[src/verilog/rij_defs.svh]
// timing counts and constants for the relative and indirect jump unit
// assumes one clock state per cycle of i_sys_clk
`ifndef RIJ_DEFS_SVH
`define RIJ_DEFS_SVH
`define RIJ_T_FETCH    3'h4
`define RIJ_T_FETCH_DEC 3'h5
`define RIJ_T_DISP     3'h3
`define RIJ_T_ADD      3'h5
`define RIJ_T_PREFIX   3'h4
`define RIJ_T_ONE      3'h1
`define RIJ_PC_STEP    16'h0002
`define RIJ_ADDR_STEP  16'h0001
`define RIJ_COUNT_STEP 8'h01
`endif

[src/verilog/rij_pkg.sv]
// types for the relative and indirect jump unit
// assumes rij_defs.svh is on the include path
`default_nettype none
package rij_pkg;
   typedef enum logic [2:0] {
      RIJ_OP_JR_NC,
      RIJ_OP_JR_Z,
      RIJ_OP_JR_NZ,
      RIJ_OP_JP_MAIN,
      RIJ_OP_JP_IDX1,
      RIJ_OP_JP_IDX2,
      RIJ_OP_DECREMENT_BRANCH_NONZERO
   } rij_op_t;
   typedef enum logic [1:0] {
      RIJ_MC_IDLE,
      RIJ_MC_ONE,
      RIJ_MC_TWO,
      RIJ_MC_THREE
   } rij_mcyc_t;
endpackage
`default_nettype wire

[src/verilog/rij_unit.sv]
// execution of relative, indirect and loop branch instructions
// assumes the opcode is already decoded and memory answers within its read cycle
`include "rij_defs.svh"
`default_nettype none
module rij_unit (
   input  wire logic           i_sys_clk,
   input  wire logic           i_rstn,
   input  wire logic           i_start,
   input  wire rij_pkg::rij_op_t i_op,
   input  wire logic [15:0]    i_opcode_addr,
   input  wire logic           i_carry,
   input  wire logic           i_zero,
   input  wire logic [7:0]     i_count,
   input  wire logic [15:0]    i_main_ptr,
   input  wire logic [15:0]    i_idx_first,
   input  wire logic [15:0]    i_idx_second,
   input  wire logic [7:0]     i_mem_data,
   output logic                o_busy,
   output logic                o_mem_rd,
   output logic [15:0]         o_mem_addr,
   output logic                o_done,
   output logic                o_taken,
   output logic [15:0]         o_pc,
   output logic [7:0]          o_count,
   output logic                o_count_wr,
   output logic                o_carry,
   output logic                o_zero
);
   import rij_pkg::*;

   logic        rst_meta_reg;
   logic        rst_sync_reg;
   rij_mcyc_t   mcyc_reg;
   logic [2:0]  tcnt_reg;
   rij_op_t     op_reg;
   logic [15:0] pc_reg;
   logic [15:0] ptr_reg;
   logic [7:0]  disp_reg;
   logic [7:0]  count_reg;
   logic        carry_reg;
   logic        zero_reg;
   logic        busy_reg;
   logic        mem_rd_reg;
   logic [15:0] mem_addr_reg;
   logic        done_reg;
   logic        taken_reg;
   logic [15:0] new_pc_reg;
   logic        count_wr_reg;

   // reset is released through two flops so no flop sees a ragged release
   always_ff @(posedge i_sys_clk or negedge i_rstn) begin
      if (!i_rstn) begin
         rst_meta_reg <= 1'b0;
         rst_sync_reg <= 1'b0;
      end else begin
         rst_meta_reg <= 1'b1;
         rst_sync_reg <= rst_meta_reg;
      end
   end

   wire        rstn_s    = rst_sync_reg;
   wire        last_t    = (tcnt_reg == 3'h0);
   wire        legal_op  = (i_op <= RIJ_OP_DECREMENT_BRANCH_NONZERO);
   wire        accept    = (mcyc_reg == RIJ_MC_IDLE) && i_start && legal_op;
   wire        is_decrement_branch_nonzero   = (op_reg == RIJ_OP_DECREMENT_BRANCH_NONZERO);
   wire        is_idx    = (op_reg == RIJ_OP_JP_IDX1) || (op_reg == RIJ_OP_JP_IDX2);
   wire        is_main   = (op_reg == RIJ_OP_JP_MAIN);
   wire        one_end   = (mcyc_reg == RIJ_MC_ONE) && last_t;
   wire        two_end   = (mcyc_reg == RIJ_MC_TWO) && last_t;
   wire        three_end = (mcyc_reg == RIJ_MC_THREE) && last_t;
   wire [15:0] disp_ext  = {{8{disp_reg[7]}}, disp_reg};
   wire [15:0] seq_pc    = pc_reg + `RIJ_PC_STEP;
   wire [15:0] target_pc = seq_pc + disp_ext;
   wire [7:0]  count_dec = count_reg - `RIJ_COUNT_STEP;
   // flags are latched at start; the decision waits for the displacement byte
   wire        cond_met  = (op_reg == RIJ_OP_JR_NC) ? !carry_reg :
                           (op_reg == RIJ_OP_JR_Z)  ? zero_reg :
                           (op_reg == RIJ_OP_JR_NZ) ? !zero_reg :
                           (count_reg != 8'h00);
   wire        finish    = (one_end && is_main) || (two_end && (is_idx || !cond_met))
                           || three_end;
   wire [15:0] ptr_sel   = (i_op == RIJ_OP_JP_IDX1) ? i_idx_first :
                           (i_op == RIJ_OP_JP_IDX2) ? i_idx_second : i_main_ptr;
   wire [15:0] finish_pc = (is_main || is_idx) ? ptr_reg :
                           three_end ? target_pc : seq_pc;
   wire [2:0]  t_first   = (i_op == RIJ_OP_DECREMENT_BRANCH_NONZERO) ? `RIJ_T_FETCH_DEC : `RIJ_T_FETCH;

   always_ff @(posedge i_sys_clk or negedge rstn_s) begin
      if (!rstn_s) begin
         mcyc_reg   <= RIJ_MC_IDLE;
         tcnt_reg   <= 3'h0;
         busy_reg   <= 1'b0;
         mem_rd_reg <= 1'b0;
      end else begin
         // the counter free-runs when idle; only its value at a state's end matters
         tcnt_reg <= tcnt_reg - `RIJ_T_ONE;
         unique case (mcyc_reg)
            RIJ_MC_IDLE: begin
               if (accept) begin
                  mcyc_reg <= RIJ_MC_ONE;
                  tcnt_reg <= t_first - `RIJ_T_ONE;
                  busy_reg <= 1'b1;
               end
            end
            RIJ_MC_ONE: begin
               if (last_t && is_main) begin
                  mcyc_reg <= RIJ_MC_IDLE;
                  busy_reg <= 1'b0;
               end else if (last_t) begin
                  mcyc_reg   <= RIJ_MC_TWO;
                  tcnt_reg   <= (is_idx ? `RIJ_T_PREFIX : `RIJ_T_DISP) - `RIJ_T_ONE;
                  mem_rd_reg <= !is_idx;
               end
            end
            RIJ_MC_TWO: begin
               if (last_t) begin
                  mem_rd_reg <= 1'b0;
                  if (!is_idx && cond_met) begin
                     mcyc_reg <= RIJ_MC_THREE;
                     tcnt_reg <= `RIJ_T_ADD - `RIJ_T_ONE;
                  end else begin
                     mcyc_reg <= RIJ_MC_IDLE;
                     busy_reg <= 1'b0;
                  end
               end
            end
            RIJ_MC_THREE: begin
               if (last_t) begin
                  mcyc_reg <= RIJ_MC_IDLE;
                  busy_reg <= 1'b0;
               end
            end
         endcase
      end
   end

   // operands are caught at start so the caller may move on while we run
   always_ff @(posedge i_sys_clk or negedge rstn_s) begin
      if (!rstn_s) begin
         op_reg       <= RIJ_OP_JR_NC;
         pc_reg       <= 16'h0000;
         ptr_reg      <= 16'h0000;
         carry_reg    <= 1'b0;
         zero_reg     <= 1'b0;
         mem_addr_reg <= 16'h0000;
      end else if (accept) begin
         op_reg       <= i_op;
         pc_reg       <= i_opcode_addr;
         ptr_reg      <= ptr_sel;
         carry_reg    <= i_carry;
         zero_reg     <= i_zero;
         mem_addr_reg <= i_opcode_addr + `RIJ_ADDR_STEP;
      end
   end

   always_ff @(posedge i_sys_clk or negedge rstn_s) begin
      if (!rstn_s) begin
         count_reg <= 8'h00;
         disp_reg  <= 8'h00;
      end else begin
         if (accept) begin
            count_reg <= i_count;
         end else if (one_end && is_decrement_branch_nonzero) begin
            count_reg <= count_dec;
         end
         if (two_end && !is_idx) begin
            disp_reg <= i_mem_data;
         end
      end
   end

   always_ff @(posedge i_sys_clk or negedge rstn_s) begin
      if (!rstn_s) begin
         done_reg     <= 1'b0;
         taken_reg    <= 1'b0;
         new_pc_reg   <= 16'h0000;
         count_wr_reg <= 1'b0;
      end else begin
         done_reg     <= finish;
         count_wr_reg <= finish && is_decrement_branch_nonzero;
         if (finish) begin
            taken_reg  <= three_end || is_main || is_idx;
            new_pc_reg <= finish_pc;
         end
      end
   end

   assign o_busy     = busy_reg;
   assign o_mem_rd   = mem_rd_reg;
   assign o_mem_addr = mem_addr_reg;
   assign o_done     = done_reg;
   assign o_taken    = taken_reg;
   assign o_pc       = new_pc_reg;
   assign o_count    = count_reg;
   assign o_count_wr = count_wr_reg;
   // flags only ever echo what was latched, none is written
   assign o_carry    = carry_reg;
   assign o_zero     = zero_reg;
endmodule
`default_nettype wire

[config.mk]
export PLATFORM = sky130hd
export DESIGN_NAME = rij_unit
export DESIGN_NICKNAME = d
export VERILOG_FILES = /design/src/verilog/rij_pkg.sv /design/src/verilog/rij_unit.sv
export VERILOG_INCLUDE_DIRS = /design/src /design/src/verilog
export SDC_FILE = /design/constraint.sdc
export NUM_CORES = 1
export LEC_CHECK = 0
export BUFFER_PORTS_ARGS = -buffer_cell sky130_fd_sc_hd__buf_4
export CAP_MARGIN = 40
export CELL_PAD_IN_SITES_DETAIL_PLACEMENT = 0
export CELL_PAD_IN_SITES_GLOBAL_PLACEMENT = 1
export CORE_ASPECT_RATIO = 2
export CORE_UTILIZATION = 30
export CTS_BUF_LIST = sky130_fd_sc_hd__clkbuf_4 sky130_fd_sc_hd__clkbuf_8
export DETAILED_ROUTE_END_ITERATION = 7
export PLACE_DENSITY_LB_ADDON = 0.1
export SYNTH_ARGS = -nofsm -noshare
export SYNTH_HDL_FRONTEND = slang
export SYNTH_SLANG_ARGS = --single-unit
[constraint.sdc]
create_clock -name i_sys_clk -period 3.79 [get_ports i_sys_clk]
set_input_delay 0.5685 -clock i_sys_clk [delete_from_list [all_inputs] [get_ports i_sys_clk]]
set_output_delay 0.5685 -clock i_sys_clk [all_outputs]
set_load 0.03 [all_outputs]
After elaboration in Yosys (flattened, before gate mapping)
Index checks and enable logic that the tools add are counted.
Word-level totals
  memory bits (read-only): 0
  bits in latches: 0
  logic and storage cells: 111
  memory bits (writable): 0
  output and inout port bits: 47
  register bits after elaboration: 97
  memories kept: 0
Cells by class
  divide/modulo/power cells: 0
  mux-type cells: 33
  equality and inequality tests: 20
  add/sub/neg operators: 7
  multipliers: 0
  order comparisons: 1
  reduce and logical (&&, ||, !) cells: 32
  bitwise logic cells: 0
  shift operators: 0
Operators with widths (number)
  $mux 16: 4
  $eq 3x3->1 const B: 6
  $mux 3: 6
  $add 16x1->16 const B: 1
  $add 16x16->16: 1
  $add 16x2->16 const B: 1
  $mux 8: 2
  $logic_and 1x1->1: 12
  $mux 2: 6
  $ne 2x2->1 const B: 6
  $mux 1: 11
  $pmux 3 s3: 1
  $sub 3x1->3 const B: 3
  $pmux 2 s4: 1
  $reduce_and 4->1: 2
  $reduce_bool 8->1: 1
  $sub 8x1->8 const B: 1
  $logic_or 1x1->1: 7
  $eq 3x2->1 const B: 2
  $logic_not 3->1: 2
  $reduce_and 5->1: 1
  $eq 2x2->1 const B: 2
  $logic_not 1->1: 4
  $pmux 1 s4: 1
  other kinds (8): 9

Longest topological paths before layout
Gate-level depths: netlist of the first run.
  depth after elaboration: 10
  depth in mapped cells: 13
  depth with buffers taken out: 12

Least setup slack after synthesis of the first run
Ideal clock, no wire load.
  path type: register to register
  start point: reg pc_reg[3]
  end point: reg new_pc_reg[13] (netlist: o_pc[13])
  arrival time: 2.490 ns
  cell stages (with the launch flop): 11
  clock period less this slack: 2.567 ns
  path slack: 1.223 ns
  data required time: 3.714 ns
  path through: dfrtp_1 > buf_2 > nand4_1 > nor3_1 > xor2_1 > ha_1 > a2111oi_2 > a21boi_2 > and3_1 > mux2_1 > o21ai_1
On the way
  longest elaborated chain between the ends: 4
RTL lines
  from (decl): RTL line rij_unit.sv:36  | logic [15:0] pc_reg;
  from (signal assigned): RTL line rij_unit.sv:148  | pc_reg <= i_opcode_addr;
  $add 16x2->16 (no line) *
  $add 16x16->16: RTL line rij_unit.sv:73  | wire [15:0] target_pc = seq_pc + disp_ext;
  $mux 16 *: RTL line rij_unit.sv:85  | three_end ? target_pc : seq_pc;
  $mux 16 *: RTL line rij_unit.sv:84  | wire [15:0] finish_pc = (is_main || is_idx) ? ptr_reg :
  to (signal assigned): RTL line rij_unit.sv:183  | new_pc_reg <= finish_pc;
  to (decl): RTL line rij_unit.sv:47  | logic [15:0] new_pc_reg;
Every way passes the cells marked *; elsewhere a longest branch is shown, timed or not.
A chain may end at the register's enable or synchronous reset.

Final worst setup path of the first run
  start point: reg pc_reg[3]
  end point: reg new_pc_reg[14] (netlist: o_pc[14])
The elaborated chain is that of the path after synthesis.

==> key figures, run 1 <==
Worst setup path
  – CP most frequent cell: o21ai_1
  – Largest delay share family, worst path: compound AO/OA/AOI/OAI gates
  – Reg2reg start: pc_reg[3]
  – Required @ worst endpoint: roughly 4100 ps
  – Critical Path Start Type: flop
  – Worst reg2reg path endpoint: o_pc[14]
  – Reg2reg setup slack: between 700 and 800 ps
  – Crit path largest cell delay: approximately 470 ps
  – Crit path capture type: flop
  – CP cell instances: and4_1 > nand4_1 > xnor2_1 > ha_1 > a21oi_1 > o21ai_1 > a2111oi_0 > mux2i_1 > and3_1 > o21ai_1
  – Stages on worst setup path: 10
  – Kind of critical path: flop to flop
  – Worst reg2reg path depth: 10
  – CP max FO: 7
  – Critical path arrival: 3370 ps
  – Buf/Inv on CP: 0
  – Crit path max-delay cell type: dfrtp_1

Routing
  – Antenna Violating Nets Remaining: 0
  – Final routed DRC violation total: 0
  – DR vias: ~5300
  – Vias/cell: about 5.0
  – Iteration-0 DRC Markers: 194
  – Detailed Routing Iterations Pass 1: 4
  – WL final: around 19000 um
  – Routed wire per std cell: between 15 and 20 um

Yosys
  – Synth Area in Compound Gates: 0.184
  – Seq cells post-synth: just under 100
  – Post-Syn Nets: approximately 800
  – Average cell area after synthesis: 8.56 um2
  – Mux cell area share after synthesis: 0.0458
  – Simple-Gate Fraction of Synth Area: 0.210
  – Cells after synthesis: 690
  – Synth Cell Area: around 5900 um2
  – Async set or reset register ratio after synthesis: 1.00
  – Post-synthesis xor/xnor area fraction: 0.0578
  – Dominant combinational cell family by area after synthesis: simple AND/OR/NAND/NOR gates
  – Sequential area share after synthesis: 0.411
  – Ys Warns: 0
  – Post-synthesis adder-cell area fraction: 0.0542
  – Synth unique cells: between 70 and 80
  – EDFF count, synth: 0
  – Prevailing post-synth register cell: dfrtp_1

CTS
  – Clk buf depth: 2
  – Post-cts sizing count: 0
  – Reg clk slew, reported paths: around 100 ps
  – Number of clock sinks: 97
  – Worst skew pair latency: between 300 and 400 ps
  – CTS tree: done
  – Total setup buffers inserted after CTS: 0
  – Root buffer cell: clkbuf_8
  – Hold Buf Count CTS: 1
  – Num CTS Buffers: 9
  – H-tree level count: 3

Timing
  – Fmax achieved: around 330 MHz
  – Final hold slack: 266 ps
  – Setup ws final: about 740 ps
  – Rel. slew slack: 0.426
  – Worst clock skew: 8.05 ps
  – RSZ-0062 raised after global routing: false
  – Crit path time final: approximately 3100 ps
  – Sum Neg Setup Slack: 0 ps
  – Final setup viols: 0
  – Final hold viol count: 0
  – Worst-margin pin slew: 861 ps
  – Slew Viols, Final: 0
  – Fin crit share: 0.806

Power
  – Static leakage: between 0.003 and 0.004 uW
  – Power Total: roughly 6400 uW
  – Peak supply drop: between 300 and 400 uV
  – P per Cell Area: between 800 and 900 nW/um2

Cells and area
  – Register area: 2430 um2
  – Combined area of the multi-input logic cells: about 3300 um2
  – Commonest non-fill, non-tap cell in the layout: nand2_1
  – Area delta synth->final: 25.1%
  – Most frequent cells in the layout: nand2_1, buf_4, dfrtp_1, o21ai_0, nor2_1
  – ANT cells: 0
  – Final nets: ~920
  – Layout cells sized above 1: 0.237
  – Fill cells: around 2100

Floorplanning
  – Total core area: between 15000 and 20000 um2
  – Initial Utilization: 0.306
  – Chip height: between 200 and 250 um
  – Die W: between 100 and 150 um
  – IO Pins: ~140
  – Die area: about 20000 um2
  – # rows: between 70 and 80

Placement
  – RD Place Congestion: around 0.84
  – Detail Placement HPWL: 15000 um
  – Post-Place Setup Slack: 821 ps
  – Number of buffers added on ports: between 100 and 150

GRT
  – Most used routing layer: met2
  – Number of global-route vias before repair: around 5600
  – Met2 layer usage reported by global route: 0.370
  – Met1 GRT Util: 0.209
  – GR Util met3: 0.0268
  – Gr usage total: 0.198
  – First-pass GRT wire length: ~30000 um
  – Largest net degree at the start of global routing: 47
  – Initial antenna violation count: 0
  – Remaining global-route overflow: 0

Job
  – Max-Cap Viols: 0

Hold path
  – Hold Path Class: flop to async pin

Outcome
  – Status: complete, no violations
kinds of logic after synthesis:
| logic type | Yosys count |
|---|---|
| AND/OR/NAND/NOR | 280 |
| AO/OA/AOI/OAI | 171 |
| flip-flops | 97 |
| buffers and inverters | 51 |
| XOR/XNOR | 39 |
| multiplexers | 26 |
| adder cells (fa/ha/maj) | 25 |
| other | 1 |
cell type report:
class,instances,share of cell area
Multi-Input combinational cell,542,0.443
Sequential cell,97,0.329
Timing Repair Buffer,146,0.150
Tap cell,259,0.0439
Clock buffer,10,0.0178
Clock inverter,6,0.00898
Inverter,14,0.00711
where the power goes:
part	internal (uW)	switching, uW
Clock	315	401
Sequential	1500	503
Combinational	1440	2270
Total	3260	3170
metal layers:
metal	up-vias	wire (um)
li1	2635	-
met1	2529	7010
met2	134	10800
met3	36	573
met4	0	756
met5	-	0
synth_stat cells (8+ instances only):
| cell type | instances | area share |
|---|---|---|
| nand2_1 | 168 | 0.11 |
| nand3_1 | 18 | 0.015 |
| ha_1 | 24 | 0.051 |
| clkbuf_1 | 22 | 0.014 |
| nand4_1 | 11 | 0.012 |
| nor2_1 | 35 | 0.022 |
| nor3_1 | 12 | 0.010 |
| buf_2 | 13 | 0.011 |
| xnor2_1 | 21 | 0.031 |
| mux2i_1 | 18 | 0.031 |
| o21ai_0 | 65 | 0.055 |
| a21oi_1 | 30 | 0.025 |
| o21ai_1 | 21 | 0.018 |
| dfrtp_1 | 97 | 0.41 |
| and3_1 | 8 | 0.0085 |
| inv_1 | 12 | 0.0076 |
| xor2_1 | 18 | 0.027 |
how the worst max path moves through the flow:
stage	end	slack (ps)	startpoint
floorplan	disp_reg[0]	890	rst_sync_reg
global placement	o_pc[11]	890	pc_reg[3]
detailed placement	o_pc[14]	820	pc_reg[3]
CTS	o_pc[14]	780	pc_reg[3]
global route	o_pc[14]	500	pc_reg[3]
finish	o_pc[14]	740	pc_reg[3]
per-stage QoR:
stage | area, um2 | utilization | instances
after floorplan | 5910 | - | 690
after CTS | 7390 | 0.383 | 1074
after global routing | 7390 | 0.383 | 1074
final | 7390 | 0.383 | 1074
after global placement | 7160 | 0.372 | 1056
after detailed placement | 7180 | 0.372 | 1057
Note: power is estimated with default switching activity, not from simulation.
==> run 2, diff against run 1 <==
ABC_AREA = 1   (was unset)
clock period = 2.6 ns   (was 3.79 ns; I/O delays follow)
==> run 2 against run 1 <==
  * Wire length increased by 12%
  * Clock skew increased by 2.6 ps
  * Final cell count grew 18%
  * Via count grew 12%
  * Largest cell class unchanged
  * First-iteration DRC count is 20% lower
  * Power is 79% higher
  * Synthesized area rose by 3.3%
==> key figures, run 2 <==
CTS
  – Clk buf depth: 2 (unchanged)
  – Reg clk slew, reported paths: 110 ps (about the same)
  – H-tree level count: 3 (unchanged)
  – Worst skew pair latency: 390 ps (about the same)
  – CTS tree: done
  – Number of clock sinks: 97 (unchanged)
  – Num CTS Buffers: 9 (unchanged)
  – Root buffer cell: clkbuf_8

Hold path
  – Hold Path End: o_carry
  – Hold Path Class: primary input to flop
  – Hold Crit Start: i_carry
  – WHS Path Cells: 3

Power
  – Static leakage: 0.00422 uW (+22%)
  – Power Total: 11500 uW (+79%)
  – P per Cell Area: 1370 nW/um2 (+57%)
  – Peak supply drop: 680 uV (+110%)

Yosys
  – Yosys top cell by area: dfrtp_1
  – Sequential area share after synthesis: 0.398 (-0.0130)
  – Top cell type's share of synthesized area: 0.398 (-0.0130)
  – Seq cells post-synth: 97 (unchanged)
  – Prevailing post-synth register cell: dfrtp_1
  – Async set or reset register ratio after synthesis: 1.00 (unchanged)
  – Average cell area after synthesis: 7.55 um2 (-12%)
  – Synth Cell Area: 6100 um2 (+3.3%)
  – Post-Syn Nets: 921 (+15%)
  – Synth top area cells: dfrtp_1, nand2_1, inv_1
  – EDFF count, synth: 0 (unchanged)
  – Ys Warns: 0 (unchanged)
  – Count leader, synth: nand2_1
  – Cells after synthesis: 808 (+17%)
  – Commonest cells post-synth: nand2_1, dfrtp_1, inv_1, nor2_1, nand3_1
  – Synth unique cells: 45 (-37%)

GRT
  – Gr usage total: 0.213 (+0.0147)
  – Number of global-route vias before repair: 6127 (+9.0%)
  – Remaining global-route overflow: 0 (unchanged)
  – First-pass GRT wire length: 32800 um (+8.6%)
  – Initial antenna violation count: 0 (unchanged)
  – Largest net degree at the start of global routing: 45 (-4.3%)

Timing
  – Final hold viol count: 0 (unchanged)
  – Slew Viols, Final: 0 (unchanged)
  – Worst-margin pin slew: 612 ps (-249 ps)
  – Rel. slew slack: 0.592 (+0.166)
  – RSZ-0062 raised after global routing: true
  – Crit path time final: 2590 ps (-464 ps)
  – Worst clock skew: 10.7 ps (+2.61 ps)
  – Fmax achieved: 386 MHz (+18%)
  – Fin crit share: 0.996 (+0.190)
  – Final setup viols: 0 (unchanged)
  – Setup ws final: 10.6 ps (-726 ps)

Routing
  – Detailed Routing Iterations Pass 1: 4 (unchanged)
  – Iteration-0 DRC Markers: 156 (-20%)
  – Routed wire per std cell: 16.8 um (-5.7%)
  – WL final: 21300 um (+12%)
  – DR vias: 5982 (+12%)
  – Antenna Violating Nets Remaining: 0 (unchanged)
  – Vias/cell: 4.71 (-5.2%)
  – Final routed DRC violation total: 0 (unchanged)

Worst setup path
  – Reg2reg setup slack: 10 ps (-730 ps)
  – Critical path arrival: 2920 ps (-450 ps)
  – CP cell instances: ha_1 > nand2_1 > xor2_2 > ha_1 > buf_4 > nand2_1 > buf_4 > inv_1 > nand4_1 > nand3_1 > nor2_1 > nor2_1 > nand2_1 > nand2_2 > a21oi_2
  – Crit path max-delay cell type: dfrtp_1
  – Critical Path Start Type: flop
  – Worst reg2reg path depth: 15 (+5)
  – Required @ worst endpoint: 2930 ps (-1180 ps)
  – Largest delay share family, worst path: simple AND/OR/NAND/NOR gates
  – Worst reg2reg path endpoint: o_pc[12]
  – Kind of critical path: flop to flop
  – CP max FO: 4 (-3)
  – Buf/Inv on CP: 3 (+3)
  – Crit path largest cell delay: 430 ps (-40 ps)
  – Reg2reg start: pc_reg[1]
  – CP most frequent cell: nand2_1
  – Crit path capture type: flop

Floorplanning
  – Total core area: 19900 um2 (+3.3%)
  – Chip height: 204 um (+1.6%)
  – IO Pins: 135 (unchanged)
  – Die W: 103 um (+1.6%)
  – Die area: 20900 um2 (+3.2%)
  – Initial Utilization: 0.306 (about the same)
  – # rows: 73 (+1.4%)

Placement
  – RD Place Congestion: 0.851 (+1.3%)
  – Post-Place Setup Slack: -235 ps (-1060 ps)
  – Detail Placement HPWL: 17300 um (+15%)
  – Number of buffers added on ports: 134 (unchanged)

Cells and area
  – Layout cells sized above 1: 0.315 (+0.0784)
  – Area delta synth->final: 37.5%
  – Commonest non-fill, non-tap cell in the layout: buf_4
  – Most frequent cells in the layout: buf_4, nand2_1, dfrtp_1, inv_1, nor2_1
  – Final nets: 1117 (+21%)
  – ANT cells: 0 (unchanged)

Job
  – Max-Cap Viols: 0 (unchanged)

Outcome
  – Status: complete, no violations
-- run 2: cell count changes after synthesis, sizes merged, moves of 8 or more --
cell / before / now
inv: 13 / 92
nand2: 169 / 221
nand3: 18 / 59
nor2: 36 / 76
o21ai: 87 / 59
clkbuf: 22 / 5
xnor2: 21 / 4
a21oi: 32 / 46
o211ai: 7 / 17
and3: 8 / 0
-- run 2: worst max path at each step --
stage	from	end	slack (ps)	depth (start not counted)
after floorplan	pc_reg[1]	o_pc[15]	220	19
after global placement	pc_reg[1]	o_pc[10]	-200	12
after detailed placement	pc_reg[1]	o_pc[10]	-240	12
after CTS	pc_reg[2]	o_pc[6]	4	15
after global routing	pc_reg[1]	o_pc[15]	-150	19
final	pc_reg[1]	o_pc[12]	10	15
-- run 2: cells by family (layout without fill, tap and decap cells) --
logic type | after synthesis | count (layout) | synth area share
simple gates | 387 | 387 | 0.274
compound gates | 141 | 141 | 0.132
fa+ha+maj | 25 | 25 | 0.0525
xor+xnor | 18 | 18 | 0.0259
other cells | 1 | 1 | 0.000615
mux | 23 | 23 | 0.0392
flops | 97 | 97 | 0.398
buf+inv | 116 | 317 | 0.0780
-- run 2: routing by layer --
| layer | GRT usage | vias to the layer above | wire, um | share of wire |
|---|---|---|---|---|
| met3 | 0.0284 | 41 | 606 | 0.028 |
| met1 | 0.221 | 2778 | 7740 | 0.36 |
| li1 | - | 3052 | - | - |
| met4 | 0.104 | 0 | 1130 | 0.053 |
| met2 | 0.404 | 111 | 11800 | 0.56 |
| met5 | 0 | - | 0 | 0 |
-- run 2: area by class of cell --
| cell class | count | area [um2] |
|---|---|---|
| multi-input cells | 595 | 3480 |
| repair buffers | 209 | 1590 |
| clock buffers | 9 | 124 |
| fillers | 2188 | 11500 |
| well taps | 262 | 328 |
| inverters | 92 | 345 |
| flip-flops and latches | 97 | 2430 |
| clock inverters | 7 | 87.6 |
-- run 2: tightest hold or removal path: cells and delay by family --
family / cells / cell delay (ps)
buffers and inverters: 1 / 80
AND/OR/NAND/NOR: 2 / 90
-- run 2: repair_timing --
| item | CTS | global route |
|---|---|---|
| setup buffers | 9 | 5 |
| setup endpoints to repair | 10 | 10 |
| cloned | 0 | 0 |
| pin swaps | 16 | 18 |
| resized for setup | 40 | 28 |
| hold endpoints to repair | 2 | 0 |
| hold buffers | 1 | 0 |
-- run 2: power breakdown --
group	internal, uW	total (uW)	switching [uW]
logic	3200	7630	4430
registers	2200	2780	583
clock network	467	1090	619
-- run 2: through the flow --
| stage | setup TNS (ps) | hold slack [ps] | std cells | cell area (um2) | util |
|---|---|---|---|---|---|
| 2_1_floorplan | 0 | 94.4 | 808 | 6100 | - |
| 3_3_place_gp | -939 | 174 | 1240 | 7770 | 0.390 |
| 3_5_place_dp | -1110 | 175 | 1240 | 7770 | 0.390 |
| 4_1_cts | 0 | 172 | 1266 | 8220 | 0.413 |
| 5_1_grt | -621 | 201 | 1271 | 8390 | 0.421 |
| 6_report | 0 | 199 | 1271 | 8390 | 0.421 |
==> run 3, diff against run 2 <==
ABC_AREA = 0   (was 1)
==> run 3 against run 2 <==
  * The run now ends with negative setup slack left
  * Highest routed layer unchanged
  * Power grew 3.6%
  * Clock-buffer cell count grew 2
  * Largest cell class unchanged
  * Critical path depth shrank 3
  * Combinational power grew 3.7%
  * Clock power grew 6%
==> key figures, run 3 (synthesis gave the netlist of run 1 again) <==
Outcome
  – Status: complete, but fails checks
  – Failing checks: negative setup slack

GRT
  – Largest net degree at the start of global routing: 54 (+20%)
  – Number of global-route vias before repair: 6053 (-1.2%)
  – Remaining global-route overflow: 0 (unchanged)
  – Initial antenna violation count: 0 (unchanged)
  – Gr usage total: 0.202 (-0.0107)
  – First-pass GRT wire length: 31200 um (-5.1%)

Worst setup path
  – CP max FO: 3 (-1)
  – CP cell instances: buf_6 > ha_1 > buf_4 > nand4_1 > xnor2_2 > ha_1 > nor3_1 > o31ai_2 > a21oi_2 > a211oi_2 > mux2i_1 > a31oi_1
  – Critical Path Start Type: flop
  – Largest delay share family, worst path: compound AO/OA/AOI/OAI gates
  – Required @ worst endpoint: 2850 ps (-80 ps)
  – CP most frequent cell: ha_1
  – Critical path arrival: 3050 ps (+130 ps)
  – Crit path max-delay cell type: dfrtp_2
  – Stages on worst setup path: 12 (-3)
  – Crit path largest cell delay: 470 ps (+40 ps)
  – Crit path capture type: flop
  – Kind of critical path: flop to flop
  – Buf/Inv on CP: 2 (-1)
  – Worst reg2reg path depth: 12 (-3)

CTS
  – H-tree level count: 3 (unchanged)
  – Reg clk slew, reported paths: 100 ps (about the same)
  – Number of clock sinks: 97 (unchanged)
  – CTS tree: done
  – Num CTS Buffers: 9 (unchanged)
  – Worst skew pair latency: 390 ps (about the same)
  – Root buffer cell: clkbuf_8
  – Clk buf depth: 2 (unchanged)

Placement
  – RD Place Congestion: 0.823 (-3.3%)
  – Detail Placement HPWL: 15500 um (-10%)
  – Post-Place Setup Slack: -166 ps (+69.0 ps)
  – Placed Cells: 1128 (-9.0%)
  – Number of buffers added on ports: 134 (unchanged)

Routing
  – Metal-1 WL: 6980 um (-9.9%)
  – Routed wire per std cell: 17.2 um (+2.7%)
  – Vias/cell: 4.95 (+5.3%)
  – Met3 routed WL: 550 um (-9.2%)
  – WL final: 20100 um (-5.6%)
  – Final routed DRC violation total: 0 (unchanged)
  – Met2 WL post-DR: 11600 um (-2.4%)
  – Detailed Routing Iterations Pass 1: 4 (unchanged)
  – Iteration-0 DRC Markers: 127 (-19%)
  – Antenna Violating Nets Remaining: 0 (unchanged)
  – Max Used Layer: met4
  – DR vias: 5787 (-3.3%)

Timing
  – Worst-margin pin slew: 856 ps (+244 ps)
  – Fin crit share: 1.07 (+0.0780)
  – Sum Neg Setup Slack: -342 ps (-342 ps)
  – Final setup viols: 4 (+4)
  – Fmax achieved: 358 MHz (-7.3%)
  – Setup ws final: -192 ps (-203 ps)
  – RSZ-0062 raised after global routing: true
  – Crit path time final: 2790 ps (+203 ps)
  – Slew Viols, Final: 0 (unchanged)
  – Rel. slew slack: 0.428 (-0.164)
  – Worst clock skew: 13.8 ps (+3.16 ps)
  – Final hold viol count: 0 (unchanged)

Hold path
  – Hold Path Class: primary input to flop
  – WHS Path Cells: 3 (unchanged)

Floorplanning
  – # rows: 72 (-1.4%)
  – Initial Utilization: 0.306 (about the same)
  – IO Pins: 135 (unchanged)
  – Total core area: 19300 um2 (-3.2%)
  – Die area: 20300 um2 (-3.1%)
  – Die W: 101 um (-1.6%)
  – Chip height: 200 um (-1.6%)

Cells and area
  – Final nets: 1017 (-9.0%)
  – Final std cells w/o fill: 1168 (-8.1%)
  – Most frequent cells in the layout: buf_4, nand2_1, dfrtp_1, o21ai_0, nor2_1
  – Area delta synth->final: 46.5%
  – ANT cells: 0 (unchanged)
  – Layout cells sized above 1: 0.386 (+0.0710)
  – Commonest non-fill, non-tap cell in the layout: buf_4

Power
  – Peak supply drop: 508 uV (-25%)
  – Static leakage: 0.00408 uW (-3.5%)
  – P per Cell Area: 1380 nW/um2 (+0.43%)

Job
  – Max-Cap Viols: 0 (unchanged)
run 3: final cells by class:
cell class              count  area, um2
flip-flops and latches     97       2430
inverters                  14       52.6
multi-input cells         542       3780
clock buffers              11        145
well taps                 259        324
repair buffers            240       1830
clock inverters             5       86.3
fillers                  1965      10600
run 3: where the power goes:
part,internal (uW),switching (uW)
registers,2190,652
logic,3670,4240
clock network,587,575
run 3: worst min-delay path: stages:
cell and delay [ps]:
buf_4 80, nand2_1 40, nand2_1 50
run 3: worst paths after layout:
| kind | startpoint | to | slack, ps |
|---|---|---|---|
| min in group asynchronous | i_rstn | rst_sync_reg | 320 |
| max reg2reg | pc_reg[1] | o_pc[15] | -190 |
| min | i_carry | o_carry | 200 |
| max in group asynchronous | rst_sync_reg | disp_reg[3] | 1540 |
| max | pc_reg[1] | o_pc[15] | -190 |
| min reg2reg | rst_sync_reg | o_busy | 340 |
run 3: stage by stage:
step | cell area, um2 | utilization | power (uW) | hold WS [ps]
after floorplan | 5910 | - | 6580 | 94.4
after CTS | 8260 | 0.429 | 11200 | 174
after global routing | 8650 | 0.449 | 12700 | 198
after global placement | 7720 | 0.400 | 9330 | 173
final | 8650 | 0.449 | 11900 | 198
after detailed placement | 7720 | 0.400 | 9400 | 174
run 3: repair_timing:
action / in CTS / in global routing
cloned: 0 / 0
hold buffers: 1 / 0
buffers inserted: 14 / 11
endpoints found under the setup margin: 8 / 12
endpoints found under the hold margin: 2 / 0
pin swaps: 37 / 35
resized for setup: 42 / 53
run 3: metal layers:
layer	track usage	vias to the layer above
li1	-	2826
met1	0.196	2787
met4	0.113	0
met3	0.0254	46
met5	0	-
met2	0.393	128
